[src/gc_pkg.sv]
// Package: register map, field layout, timing constants for the gain controller
`default_nettype none
package gc_pkg;
  // ---------------------------------------------------------------------------
  // Register byte offsets
  // ---------------------------------------------------------------------------
  localparam logic [7:0] GC_OFF_CTRL   = 8'h00; // compressor_control_reg
  localparam logic [7:0] GC_OFF_TARGET = 8'h04; // gain_target_reg
  localparam logic [7:0] GC_OFF_FAST   = 8'h08; // fast_rate_select_reg
  localparam logic [7:0] GC_OFF_SLOW   = 8'h0c; // secondary_rate_config_reg
  localparam logic [7:0] GC_OFF_STAT   = 8'h10; // live counters, read only
  // ---------------------------------------------------------------------------
  // Field positions and reset values
  // ---------------------------------------------------------------------------
  localparam int         GC_MODE_LSB    = 2;
  localparam int         GC_HOLD_BIT    = 4;
  localparam int         GC_RDMODE_BIT  = 7;
  localparam int         GC_REL_LSB     = 2;
  localparam int         GC_STAT_SLOW   = 8;
  localparam int         GC_STAT_FAST   = 16;
  localparam logic [7:0] GC_CTRL_RST    = 8'h00;
  localparam logic [7:0] GC_TARGET_RST  = 8'h50;
  localparam logic [7:0] GC_RATE_RST    = 8'h00;
  // ---------------------------------------------------------------------------
  // Timing: 1.280 MHz gain clock derived from 125 MHz system clock
  // ---------------------------------------------------------------------------
  localparam int GC_SYS_HZ       = 125000000;
  localparam int GC_GAIN_HZ      = 1280000;
  localparam int GC_TICK_DIV     = (GC_SYS_HZ + GC_GAIN_HZ / 2) / GC_GAIN_HZ;
  localparam int GC_HOLD_LONG_MS = 50;
  localparam int GC_HOLD_SHRT_MS = 25;
  localparam int GC_HOLD_LONG    = GC_HOLD_LONG_MS * (GC_GAIN_HZ / 1000);
  localparam int GC_HOLD_SHRT    = GC_HOLD_SHRT_MS * (GC_GAIN_HZ / 1000);
  localparam int GC_STEP_MDB     = 500;   // one gain step, millidecibel
  localparam int GC_FIX_DBPS     = 80000; // slew at rate-select code 0, dB per second
  localparam int GC_STEP_TICKS   = GC_GAIN_HZ / (GC_FIX_DBPS * 1000 / GC_STEP_MDB);
  // ---------------------------------------------------------------------------
  // Types
  // ---------------------------------------------------------------------------
  typedef enum logic [1:0] {
    GC_MODE_DUAL   = 2'b00,
    GC_MODE_SINGLE = 2'b01,
    GC_MODE_STEP   = 2'b10,
    GC_MODE_IMM    = 2'b11
  } gc_mode_t;
  typedef struct packed {
    logic        psel;
    logic        penable;
    logic        pwrite;
    logic [7:0]  paddr;
    logic [31:0] pwdata;
  } gc_apb_req_t;
  typedef struct packed {
    logic        pready;
    logic        pslverr;
    logic [31:0] prdata;
  } gc_apb_rsp_t;
endpackage : gc_pkg
`default_nettype wire

[src/gc_gain_ctrl.sv]
// Digital gain controller for the input amplifier/compressor, with APB slave
`timescale 1ns/1ps
`default_nettype none
module gc_gain_ctrl #(
  parameter int GAIN_W     = 7,
  parameter int HOLD_LONG  = gc_pkg::GC_HOLD_LONG,
  parameter int HOLD_SHORT = gc_pkg::GC_HOLD_SHRT
) (
  // Clock and reset
  input  wire logic               clk_sys,
  input  wire logic               sys_rst,
  // APB slave
  input  wire gc_pkg::gc_apb_req_t apb_req,
  output var  gc_pkg::gc_apb_rsp_t apb_rsp,
  // Peak comparators
  input  wire logic               clip_above,
  input  wire logic               below_lower,
  // Amplifier gain code
  output logic [GAIN_W-1:0]       gain_code
);
  import gc_pkg::*;

  // ---------------------------------------------------------------------------
  // Elaboration checks
  // ---------------------------------------------------------------------------
  if (GAIN_W < 4 || GAIN_W > 7) $error("GAIN_W must be 4..7");
  if (HOLD_SHORT < 1 || HOLD_LONG < HOLD_SHORT || HOLD_LONG > 131071) $error("bad hold counts");

  localparam int HW = 17;
  localparam logic [HW-1:0] HOLD_L = HW'(HOLD_LONG);
  localparam logic [HW-1:0] HOLD_S = HW'(HOLD_SHORT);
  localparam logic [6:0]    DIV_M1 = 7'(GC_TICK_DIV - 1);

  // ---------------------------------------------------------------------------
  // Registers
  // ---------------------------------------------------------------------------
  logic [7:0]        ctrl_reg, target_reg, fast_sel_reg, slow_sel_reg;
  logic [GAIN_W-1:0] fast_reg, slow_reg;
  logic [6:0]        div_reg;
  logic              tick_reg;
  logic [11:0]       tcnt_reg;
  logic [HW-1:0]     hold_reg;
  gc_apb_rsp_t       rsp_reg;

  gc_mode_t          mode;
  logic [GAIN_W-1:0] gmax;
  logic              auto_m, hold_done;
  logic              f_atk, f_rel, s_atk, s_rel;
  logic              wr_en, setup;
  logic [GAIN_W-1:0] gain_next;

  assign mode   = gc_mode_t'(ctrl_reg[GC_MODE_LSB +: 2]);
  assign gmax   = target_reg[GAIN_W-1:0];
  assign auto_m = (mode == GC_MODE_DUAL) || (mode == GC_MODE_SINGLE);
  assign setup  = apb_req.psel && !apb_req.penable;
  assign wr_en  = apb_req.psel && apb_req.penable && rsp_reg.pready && apb_req.pwrite;

  // ---------------------------------------------------------------------------
  // Gain clock: 1.280 MHz tick and rate strobes
  // ---------------------------------------------------------------------------
  // Divider; 125/1.28 is not whole, so the tick runs 0.4 % slow
  always_ff @(posedge clk_sys) begin
    if (sys_rst || div_reg == DIV_M1) begin
      div_reg <= 7'h00;
    end else begin
      div_reg <= div_reg + 7'h01;
    end
  end

  always_ff @(posedge clk_sys) begin
    tick_reg <= !sys_rst && (div_reg == DIV_M1);
  end

  always_ff @(posedge clk_sys) begin
    if (sys_rst) begin
      tcnt_reg <= 12'h000;
    end else if (tick_reg) begin
      tcnt_reg <= tcnt_reg + 12'h001;
    end
  end

  // Select 8, 32, 128 or 512 ticks per step; code 0 gives 80 kdB/s
  function automatic logic rate_hit(input logic [1:0] sel, input logic [11:0] t, input logic tk);
    logic [11:0] mask;
    mask = 12'((GC_STEP_TICKS << (2 * sel)) - 1);
    return tk && ((t & mask) == 12'h000);
  endfunction : rate_hit

  assign f_atk = rate_hit(fast_sel_reg[1:0], tcnt_reg, tick_reg);
  assign f_rel = rate_hit(fast_sel_reg[GC_REL_LSB +: 2], tcnt_reg, tick_reg);
  assign s_atk = rate_hit(slow_sel_reg[1:0], tcnt_reg, tick_reg);
  assign s_rel = rate_hit(slow_sel_reg[GC_REL_LSB +: 2], tcnt_reg, tick_reg);

  // ---------------------------------------------------------------------------
  // Release hold timer
  // ---------------------------------------------------------------------------
  // Restarts whenever the signal climbs back over the lower threshold
  always_ff @(posedge clk_sys) begin
    if (sys_rst || !below_lower) begin
      hold_reg <= '0;
    end else if (tick_reg && !hold_done) begin
      hold_reg <= hold_reg + HW'(1);
    end
  end

  assign hold_done = hold_reg >= (ctrl_reg[GC_HOLD_BIT] ? HOLD_S : HOLD_L);

  // ---------------------------------------------------------------------------
  // Fast counter
  // ---------------------------------------------------------------------------
  always_ff @(posedge clk_sys) begin
    if (sys_rst) begin
      fast_reg <= GC_TARGET_RST[GAIN_W-1:0];
    end else begin
      case (mode)
        GC_MODE_DUAL, GC_MODE_SINGLE: begin
          if (fast_reg > gmax) begin
            fast_reg <= gmax;
          end else if (clip_above) begin
            if (f_atk && fast_reg != '0) begin
              fast_reg <= fast_reg - 1'b1;
            end
          end else if (below_lower && hold_done && f_rel && fast_reg < gmax) begin
            fast_reg <= fast_reg + 1'b1;
          end
        end
        GC_MODE_STEP: begin
          if (fast_reg > gmax && f_atk) begin
            fast_reg <= fast_reg - 1'b1;
          end else if (fast_reg < gmax && f_rel) begin
            fast_reg <= fast_reg + 1'b1;
          end
        end
        GC_MODE_IMM: fast_reg <= gmax;
        default:     fast_reg <= gmax;
      endcase
    end
  end

  // ---------------------------------------------------------------------------
  // Slow counter
  // ---------------------------------------------------------------------------
  // Outside dual mode it is parked on the fast value so a return is seamless
  always_ff @(posedge clk_sys) begin
    if (sys_rst) begin
      slow_reg <= GC_TARGET_RST[GAIN_W-1:0];
    end else if (mode != GC_MODE_DUAL) begin
      slow_reg <= fast_reg;
    end else if (slow_reg > fast_reg && s_atk) begin
      slow_reg <= slow_reg - 1'b1;
    end else if (slow_reg < fast_reg && s_rel) begin
      slow_reg <= slow_reg + 1'b1;
    end
  end

  // ---------------------------------------------------------------------------
  // Applied gain
  // ---------------------------------------------------------------------------
  always_comb begin
    gain_next = fast_reg;
    if (mode == GC_MODE_DUAL && slow_reg < fast_reg) begin
      gain_next = slow_reg;
    end
  end

  always_ff @(posedge clk_sys) begin
    if (sys_rst) begin
      gain_code <= GC_TARGET_RST[GAIN_W-1:0];
    end else begin
      gain_code <= gain_next;
    end
  end

  // ---------------------------------------------------------------------------
  // Register writes
  // ---------------------------------------------------------------------------
  always_ff @(posedge clk_sys) begin
    if (sys_rst) begin
      ctrl_reg     <= GC_CTRL_RST;
      target_reg   <= GC_TARGET_RST;
      fast_sel_reg <= GC_RATE_RST;
      slow_sel_reg <= GC_RATE_RST;
    end else if (wr_en) begin
      case (apb_req.paddr)
        GC_OFF_CTRL:   ctrl_reg     <= apb_req.pwdata[7:0] & 8'h1c;
        GC_OFF_TARGET: target_reg   <= apb_req.pwdata[7:0] & (8'h80 | 8'((1 << GAIN_W) - 1));
        GC_OFF_FAST:   fast_sel_reg <= apb_req.pwdata[7:0] & 8'h0f;
        GC_OFF_SLOW:   slow_sel_reg <= apb_req.pwdata[7:0] & 8'h0f;
        default:       ;
      endcase
    end
  end

  // ---------------------------------------------------------------------------
  // APB answer: data prepared in setup, pready high in the first access cycle
  // ---------------------------------------------------------------------------
  always_ff @(posedge clk_sys) begin
    if (sys_rst) begin
      rsp_reg <= '0;
    end else begin
      rsp_reg.pready  <= setup;
      rsp_reg.pslverr <= 1'b0;
      rsp_reg.prdata  <= 32'h0000_0000;
      if (setup) begin
        case (apb_req.paddr)
          GC_OFF_CTRL:   rsp_reg.prdata[7:0] <= ctrl_reg;
          GC_OFF_TARGET: rsp_reg.prdata[7:0] <= target_reg[GC_RDMODE_BIT] ? 8'(gain_next) : target_reg;
          GC_OFF_FAST:   rsp_reg.prdata[7:0] <= fast_sel_reg;
          GC_OFF_SLOW:   rsp_reg.prdata[7:0] <= slow_sel_reg;
          GC_OFF_STAT: begin
            rsp_reg.prdata[7:0]                <= 8'(gain_next);
            rsp_reg.prdata[GC_STAT_SLOW +: 8]  <= 8'(slow_reg);
            rsp_reg.prdata[GC_STAT_FAST +: 8]  <= 8'(fast_reg);
          end
          default:       rsp_reg.pslverr <= 1'b1;
        endcase
      end
    end
  end

  assign apb_rsp = rsp_reg;
endmodule : gc_gain_ctrl
`default_nettype wire

[config.mk]
export PLATFORM = sky130hd
export DESIGN_NAME = gc_gain_ctrl
export DESIGN_NICKNAME = d
export VERILOG_FILES = /design/src/gc_pkg.sv /design/src/gc_gain_ctrl.sv
export SDC_FILE = /design/constraint.sdc
export NUM_CORES = 1
export LEC_CHECK = 0
export CAP_MARGIN = 20
export CORE_MARGIN = 3
export CORE_UTILIZATION = 30
export DETAILED_ROUTE_END_ITERATION = 16
export DONT_BUFFER_PORTS = 1
export REMOVE_ABC_BUFFERS = 1
export SYNTH_ARGS = -nofsm -noshare
export SYNTH_HDL_FRONTEND = slang
export SYNTH_SLANG_ARGS = --single-unit
[constraint.sdc]
create_clock -name clk_sys -period 3.5 [get_ports clk_sys]
set_input_delay 0.175 -clock clk_sys [delete_from_list [all_inputs] [get_ports clk_sys]]
set_output_delay 0.175 -clock clk_sys [all_outputs]
set_load 0.05 [all_outputs]
==> results of run 1 <==
worst max-delay path: cells and delay by family (launching register included):
kind / cells / cell delay, ns
buffers and inverters: 2 / 0.36
and+or+nand+nor: 2 / 0.32
xor gates and xnor gates: 1 / 0.15
DFF: 1 / 0.32
adders and majority gates: 2 / 0.53
muxes: 1 / 0.23
AOI/OAI and AO/OA: 6 / 1.20
synth_stat cells, drive strengths merged, types with 4 or more instances:
cell type  number  area share
inv            33       0.023
clkbuf         25       0.017
nor3           24       0.022
buf            14       0.017
nand2b         11       0.013
ha             32       0.074
xor2           15       0.024
and3           13       0.015
or3             9       0.010
mux2i          38       0.070
nor4            5      0.0069
nand4          11       0.013
dfxtp         100        0.37
xnor2          20       0.032
nor2b           5      0.0058
nand3          24       0.023
or4             4      0.0055
o22ai           4      0.0046
a31oi           4      0.0046
or2             4      0.0046
a21oi          27       0.025
a211o           9       0.015
o21ai          28       0.026
nand2          32       0.022
nor2           95       0.067
per-layer routing:
layer  up-vias  track usage
li1       2270            -
met1      2119        0.190
met2       112        0.221
met3        21       0.0396
met4         2       0.0464
met5         -            0
cell families (layout without fill, tap and decap cells):
logic type                 Yosys count  in the layout  synth area share
adders and majority gates           33             33            0.0776
DFF                                100            100             0.369
AOI/OAI and AO/OA                  111            111             0.139
buffers and inverters               73             90            0.0582
muxes                               40             40            0.0743
xor gates and xnor gates            35             35            0.0566
and+or+nand+nor                    247            247             0.224
other                                1             11          0.000692
worst paths after layout:
path / start / to / slack, ns / depth (start not counted)
setup / recovery: slow_sel_reg[1]$_SDFFE_PP0P_ / slow_reg[6]$_SDFFE_PP1P_ / 0.27 / 14
hold reg to reg: div_reg[6]$_SDFF_PP0_ / tick_reg$_DFF_P_ / 0.48 / 2
setup reg to reg: slow_sel_reg[1]$_SDFFE_PP0P_ / slow_reg[6]$_SDFFE_PP1P_ / 0.27 / 14
hold / removal: sys_rst / fast_reg[2]$_SDFFE_PP0P_ / 0.008 / 2
area by class of cell:
cell class | count | area (µm²)
tap | 225 | 282
multi-input combinational | 477 | 3150
sequential | 100 | 2000
timing repair buffer | 41 | 353
inverter | 34 | 128
clock inverter | 4 | 73.8
clock buffer | 11 | 233
fill | 1797 | 11300
repair_timing:
item	CTS	global route
hold buffers	10	1
setup endpoints to repair	0	2
resized for setup	0	4
hold endpoints to repair	53	1
through the flow:
stage | power, mW | cells | utilization
CTS | 3.53 | 891 | 0.355
detailed placement | 2.45 | 866 | 0.330
floorplan | 2.10 | 611 | -
global placement | 2.44 | 866 | 0.330
finish | 3.52 | 892 | 0.356
global route | 3.71 | 892 | 0.356
report_power, final:
part | leakage (nW) | internal, mW | switching (mW)
combinational | 1.48 | 0.475 | 0.713
sequential | 0.808 | 1.19 | 0.0892
clock | 0.150 | 0.624 | 0.426
==> flow_summary.yaml, run 1 <==
detailed_routing:
  drt_pass1_iterations: 4
  wl_met1_um: 6790
  vias: 4524
  viasPerCell: 5.07
  routed_wl_um: 14100
  drc: 0
  ant_nets: 0
  drt-wirelength-per-cell_um: 15.8
  wl_met2_um: 6350
  routed.top_layer: "met5"
  wl_met3_um: 704
  dr.first_iter.drc_count: 278
sta:
  setup_viol: 0
  fin_crit_sh: 0.922
  relSlewSlack: 0.383
  clock_skew_ns: 0.0129
  rsz0062_at_grt: "false"
  max_freq_mhz: 310
  report.final.slew_viol_count: 0
  worst_pin_slew_ns: 0.919
  setup_tns_ns: 0
  fin_ws_ns: 0.273
  period_minus_slack_ns: 3.23
  whs_ns: 0.00784
  hold_viol: 0
finish:
  n_antenna_cell: 0
  layout_commonest_cell: "dfxtp_1"
  finalInstanceArea_mm2: 0.00622
  drive_above_1_share: 0.0900
  fin_nets: 743
  largest_register_ffs: 23
  area_delta_synth_final_pct: 14.8
  final_cell_mix: "dfxtp_1 (100), nor2_1 (94), mux2i_1 (38)"
pwr:
  ir_worst_vdd_v: 0.000419
  pwr_density_cell_mw_per_mm2: 565
  leakage_nw: 2.43
logic_synthesis:
  synth-main-ff-cell: "dfxtp_1"
  syn_inst: 640
  synth_cell_type_count: 62
  yosys_register_bits: 100
  yosysWarningCount: 0
  netlist_area_mm2: 0.00542
  yosysSeqAreaShare: 0.369
  synth_edf_count: 0
  synth_area_per_cell_um2: 8.47
  synthArstFlopShare: 0
clock_network:
  numCtsBuffers: 9
  htree_levels: 3
  cts.path.max_buffers: 2
  clk_pin_slew_ns: 0.07
  root_buffer: "clkbuf_16"
  cts_tree: "yes"
  cts.sinks: 100
  clkLatencyLatePin_ns: 0.35
  cts_setup_buffers: 0
global_route:
  antenna_found_initial: 1
  grt_max_degree: 55
  grt_pass1_wl_um: 22500
  overflow: 0
  grt_pass1_vias: 4177
  track_usage: 0.142
critical_path:
  critical_path.max_stage_delay_ns: 0.36
  arrival_ns: 3.46
  setup.worst_path.end_class: "register"
  crit_chain: "or2_2 -> ha_1 -> nor2b_1 -> a2111oi_2 -> buf_4 -> o311a_1 -> buf_4 -> ha_1 -> o21ai_0 -> o21bai_1 -> a21oi_1 -> mux2i_1 -> xor2_1 -> o21ai_0"
  critPathRequiredTime_ns: 3.73
  path_class: "register to register"
  cp_slowest_cell: "a2111oi_2"
  critPathLaunchType: "register"
  cp_max_fo: 7
place:
  post_dp_cell_area_mm2: 0.00578
  gp_congestion: 0.891
  place_ws_ns: 0.134
  dp_hpwl_um: 9970
  io_buffers: 0
floorplan:
  chipHeight_um: 140
  start_util: 0.310
  row_count: 48
  io-pin-count: 88
  fp.dieArea_mm2: 0.0197
  core-area_mm2: 0.0175
  dieWidth_um: 140
run:
  maxCapViolations: 0
run_status:
  status: "completed"
min_path:
  hold_class: "input port to register"
(Power assumes the default switching activity.)
==> run 2: changes to the inputs <==
- CAP_MARGIN: 20 -> unset
- RECOVER_POWER: unset -> 50
==> flow_summary.yaml, run 2 (synthesis gave the netlist of run 1 again) <==
run_status:
  status: "completed"
finish:
  largest_register_ffs: 23
  post-route-util: 0.356
  n_antenna_cell: 0
  fin_nets: 743
  finalInstanceArea_mm2: 0.00622
  layout_commonest_cell: "dfxtp_1"
  area_delta_synth_final_pct: 14.8
  drive_above_1_share: 0.0885
  final_cell_mix: "dfxtp_1 (100), nor2_1 (94), mux2i_1 (38)"
critical_path:
  critPathLaunchType: "register"
  r2r_start: "slow_sel_reg[1]$_SDFFE_PP0P_"
  r2r-end: "slow_reg[6]$_SDFFE_PP1P_"
  arrival_ns: 3.46
  r2r_cells: 14
  r2r_slack_ns: 0.27
  path_class: "register to register"
  critPathRequiredTime_ns: 3.73
  setup.worst_path.end_class: "register"
  cp_max_fo: 7
detailed_routing:
  drc: 0
  drt_pass1_iterations: 4
  vias: 4522
  drt-wirelength-per-cell_um: 15.8
  viasPerCell: 5.07
  dr.first_iter.drc_count: 278
  routed_wl_um: 14100
  ant_nets: 0
min_path:
  whs_path_depth: 2
  hold_class: "input port to register"
  holdCritStartpoint: "sys_rst"
  whs_endpoint: "fast_reg[2]$_SDFFE_PP0P_"
floorplan:
  fp.dieArea_mm2: 0.0197
  dieWidth_um: 140
  io-pin-count: 88
  core-area_mm2: 0.0175
  chipHeight_um: 140
  row_count: 48
  start_util: 0.310
clock_network:
  cts_setup_buffers: 0
  numCtsBuffers: 9
  root_buffer: "clkbuf_16"
  htree_levels: 3
  cts.path.max_buffers: 2
  cts_tree: "yes"
  cts.sinks: 100
  clkLatencyLatePin_ns: 0.35
  clk_pin_slew_ns: 0.07
sta:
  setup_viol: 0
  clock_skew_ns: 0.0129
  setup_tns_ns: 0
  whs_ns: 0.00794
  period_minus_slack_ns: 3.23
  hold_viol: 0
  rsz0062_at_grt: "false"
  max_freq_mhz: 310
  relSlewSlack: 0.383
  report.final.slew_viol_count: 0
  fin_crit_sh: 0.922
  worst_pin_slew_ns: 0.919
global_route:
  grt_pass1_wl_um: 22500
  grt_max_degree: 55
  track_usage: 0.142
  antenna_found_initial: 1
  overflow: 0
  grt_pass1_vias: 4177
pwr:
  leakage_nw: 2.43
  pwr_density_cell_mw_per_mm2: 566
  ir_worst_vdd_v: 0.000419
place:
  post_dp_cell_area_mm2: 0.00578
  gp_congestion: 0.891
  io_buffers: 0
  dp_hpwl_um: 9970
run:
  maxCapViolations: 0
## run 2: power by group
part	internal, mW	switching [mW]	leakage [nW]
Combinational	0.475	0.713	1.47
Clock	0.624	0.426	0.150
Sequential	1.19	0.0892	0.808
## run 2: routing by layer
metal  part of all wire  routed length (µm)  track usage  vias to the layer above
met1               0.48                6790        0.190                     2117
met5            0.00050                   7            0                        -
li1                   -                   -            -                     2270
met2               0.45                6350        0.221                      112
met4              0.016                 223       0.0464                        2
met3              0.050                 704       0.0396                       21
## run 2: cell type report
| type | instances | area (µm²) |
|---|---|---|
| clock buffers | 11 | 233 |
| clock inverters | 4 | 73.8 |
| fillers | 1797 | 11300 |
| inverters | 34 | 128 |
| multi-input cells | 477 | 3150 |
| flip-flops and latches | 100 | 2000 |
| well taps | 225 | 282 |
| repair buffers | 41 | 349 |
## run 2: worst max-delay path, stage by stage, from the launching register on
cell       delay [ns]
dfxtp_1          0.32
or2_2            0.28
ha_1             0.28
nor2b_1          0.04
a2111oi_2        0.36
buf_4            0.17
o311a_1          0.26
buf_4            0.19
ha_1             0.25
o21ai_0          0.24
o21bai_1         0.09
a21oi_1          0.17
mux2i_1          0.23
xor2_1           0.15
o21ai_0          0.08
## run 2: how the worst max path moves through the flow
| stage | slack (ns) | startpoint | cells after the start | end |
|---|---|---|---|---|
| 2_1_floorplan | 0.31 | fast_reg[4]$_SDFFE_PP1P_ | 14 | slow_reg[5]$_SDFFE_PP0P_ |
| 3_3_place_gp | 0.28 | slow_sel_reg[0]$_SDFFE_PP0P_ | 15 | slow_reg[6]$_SDFFE_PP1P_ |
| 3_5_place_dp | 0.13 | slow_sel_reg[0]$_SDFFE_PP0P_ | 15 | slow_reg[6]$_SDFFE_PP1P_ |
| 4_1_cts | 0.10 | slow_sel_reg[0]$_SDFFE_PP0P_ | 15 | slow_reg[6]$_SDFFE_PP1P_ |
| 5_1_grt | 0.01 | slow_sel_reg[0]$_SDFFE_PP0P_ | 14 | slow_reg[6]$_SDFFE_PP1P_ |
| 6_report | 0.27 | slow_sel_reg[1]$_SDFFE_PP0P_ | 14 | slow_reg[6]$_SDFFE_PP1P_ |
## run 2: timing repair
action                                 CTS  global route
setup endpoints to repair                0             2
endpoints found under the hold margin   53             1
gates resized for setup                  0             4
hold buffers                            10             1
## run 2: per-stage QoR
stage                     cells  worst slack, ns  power, mW
after floorplan             611            0.306       2.10
after global placement      866            0.284       2.44
after detailed placement    866            0.134       2.45
after CTS                   891            0.102       3.53
after global routing        892           0.0112       3.71
final                       892            0.273       3.52
==> run 3: changes to the inputs <==
- PLACE_DENSITY_LB_ADDON: unset -> 0.15
==> flow_summary.yaml, run 3 (synthesis gave the netlist of run 1 again) <==
clock_network:
  cts.path.max_buffers: 2
  clk_pin_slew_ns: 0.07
  htree_levels: 3
  cts_tree: "yes"
  cts.sinks: 100
  clkLatencyLatePin_ns: 0.35
  cts_setup_buffers: 0
  root_buffer: "clkbuf_16"
  numCtsBuffers: 9
global_route:
  grt_pass1_wl_um: 24400
  overflow: 0
  grt_max_degree: 54
  track_usage: 0.153
  antenna_found_initial: 1
  grt_pass1_vias: 4551
sta:
  clock_skew_ns: 0.00793
  fin_crit_sh: 0.905
  rsz0062_at_grt: "false"
  max_freq_mhz: 316
  period_minus_slack_ns: 3.17
  setup_tns_ns: 0
  report.final.slew_viol_count: 0
  hold_viol: 0
  worst_pin_slew_ns: 0.884
  relSlewSlack: 0.406
  setup_viol: 0
floorplan:
  chipHeight_um: 140
  io-pin-count: 88
  core-area_mm2: 0.0175
  row_count: 48
  fp.dieArea_mm2: 0.0197
  dieWidth_um: 140
  start_util: 0.310
finish:
  layout_commonest_cell: "dfxtp_1"
  finalInstanceArea_mm2: 0.00622
  largest_register_ffs: 23
  post-route-util: 0.356
  drive_above_1_share: 0.0958
  n_antenna_cell: 0
  fillCellCount: 1788
  final_cell_mix: "dfxtp_1 (100), nor2_1 (94), mux2i_1 (38)"
  area_delta_synth_final_pct: 14.7
  fin_nets: 743
place:
  post_dp_cell_area_mm2: 0.00578
  dp_hpwl_um: 10900
  io_buffers: 0
  gp_congestion: 0.810
critical_path:
  critPathLaunchType: "register"
  arrival_ns: 3.40
  r2r_slack_ns: 0.33
  cp_max_fo: 5
  r2r_start: "slow_sel_reg[1]$_SDFFE_PP0P_"
  setup.worst_path.end_class: "register"
  critPathRequiredTime_ns: 3.73
  path_class: "register to register"
  r2r_cells: 14
  r2r-end: "slow_reg[5]$_SDFFE_PP0P_"
detailed_routing:
  drc: 0
  ant_nets: 0
  dr.first_iter.drc_count: 187
  vias: 4569
  viasPerCell: 5.12
  drt_pass1_iterations: 4
  drt-wirelength-per-cell_um: 16.7
  routed_wl_um: 14900
min_path:
  hold_class: "input port to register"
  whs_endpoint: "fast_reg[4]$_SDFFE_PP1P_"
  holdCritStartpoint: "sys_rst"
  whs_path_depth: 2
run_status:
  status: "completed"
pwr:
  leakage_nw: 2.42
  pwr_density_cell_mw_per_mm2: 561
  ir_worst_vdd_v: 0.000295
run:
  maxCapViolations: 0
==> run 3: cell count changes in the layout (fill, tap and decap cells not counted) <==
cell / previous run / this run
clkinvlp_4: 0 / 1
clkinv_4: 0 / 2
dlygate4sd3_1: 10 / 9
clkbuf_8: 0 / 2
o311a_4: 0 / 1
bufinv_16: 2 / 0
inv_6: 1 / 2
o311a_1: 2 / 1
clkinv_2: 1 / 0
clkbuf_1: 3 / 1
buf_4: 29 / 30
==> run 3: metrics by stage <==
stage | total power [mW] | setup slack [ns] | hold slack, ns | instances
final | 3.49 | 0.334 | 0.0208 | 893
after global routing | 3.67 | 0.0875 | 0.0221 | 893
after CTS | 3.51 | 0.0545 | 0.00167 | 893
after detailed placement | 2.49 | 0.0755 | 0.264 | 867
after global placement | 2.48 | 0.146 | 0.274 | 867
after floorplan | 2.10 | 0.306 | 0.244 | 611
==> run 3: per-layer routing <==
| metal | GRT usage | routed length, µm |
|---|---|---|
| met1 | 0.196 | 6930 |
| met3 | 0.0348 | 719 |
| met2 | 0.256 | 7000 |
| met5 | 0 | 0 |
| met4 | 0.0490 | 306 |
==> run 3: layout make-up <==
| class | instances | area (µm²) | share of cell area |
|---|---|---|---|
| repair buffers | 41 | 347 | 0.0557 |
| inverters | 34 | 128 | 0.0205 |
| multi-input cells | 477 | 3160 | 0.509 |
| well taps | 225 | 282 | 0.0453 |
| clock inverters | 5 | 42.5 | 0.00684 |
| clock buffers | 11 | 253 | 0.0407 |
| flip-flops and latches | 100 | 2000 | 0.322 |
==> run 3: where the power goes <==
part / internal (mW) / switching, mW
Combinational: 0.483 / 0.740
Clock: 0.529 / 0.454
Sequential: 1.19 / 0.0885
Total: 2.20 / 1.28
==> run 3: worst max-delay path, cell delays in order, from the launching register on <==
cell,delay [ns]
dfxtp_1,0.34
or2_2,0.28
ha_1,0.28
nor2b_1,0.05
a2111oi_2,0.35
buf_4,0.18
o311a_4,0.21
ha_1,0.23
a21o_1,0.18
a21o_1,0.20
a21o_1,0.18
a21oi_1,0.17
xnor2_1,0.09
a211oi_1,0.24
nor3_1,0.07
==> run 3: how the worst max path moves through the flow <==
stage                                       from                  endpoint  slack (ns)
finish              slow_sel_reg[1]$_SDFFE_PP0P_  slow_reg[5]$_SDFFE_PP0P_        0.33
global route        slow_sel_reg[1]$_SDFFE_PP0P_  slow_reg[6]$_SDFFE_PP1P_        0.09
CTS                 slow_sel_reg[1]$_SDFFE_PP0P_  slow_reg[6]$_SDFFE_PP1P_        0.05
detailed placement  slow_sel_reg[1]$_SDFFE_PP0P_  slow_reg[6]$_SDFFE_PP1P_        0.08
global placement    slow_sel_reg[1]$_SDFFE_PP0P_  slow_reg[6]$_SDFFE_PP1P_        0.15
floorplan               fast_reg[4]$_SDFFE_PP1P_  slow_reg[5]$_SDFFE_PP0P_        0.31
==> run 3: repair_timing <==
item / 4_1_cts / 5_1_grt
gates resized for setup: 0 / 5
endpoints found under the setup margin: 0 / 2
hold buffers: 10 / 0
endpoints found under the hold margin: 53 / 0
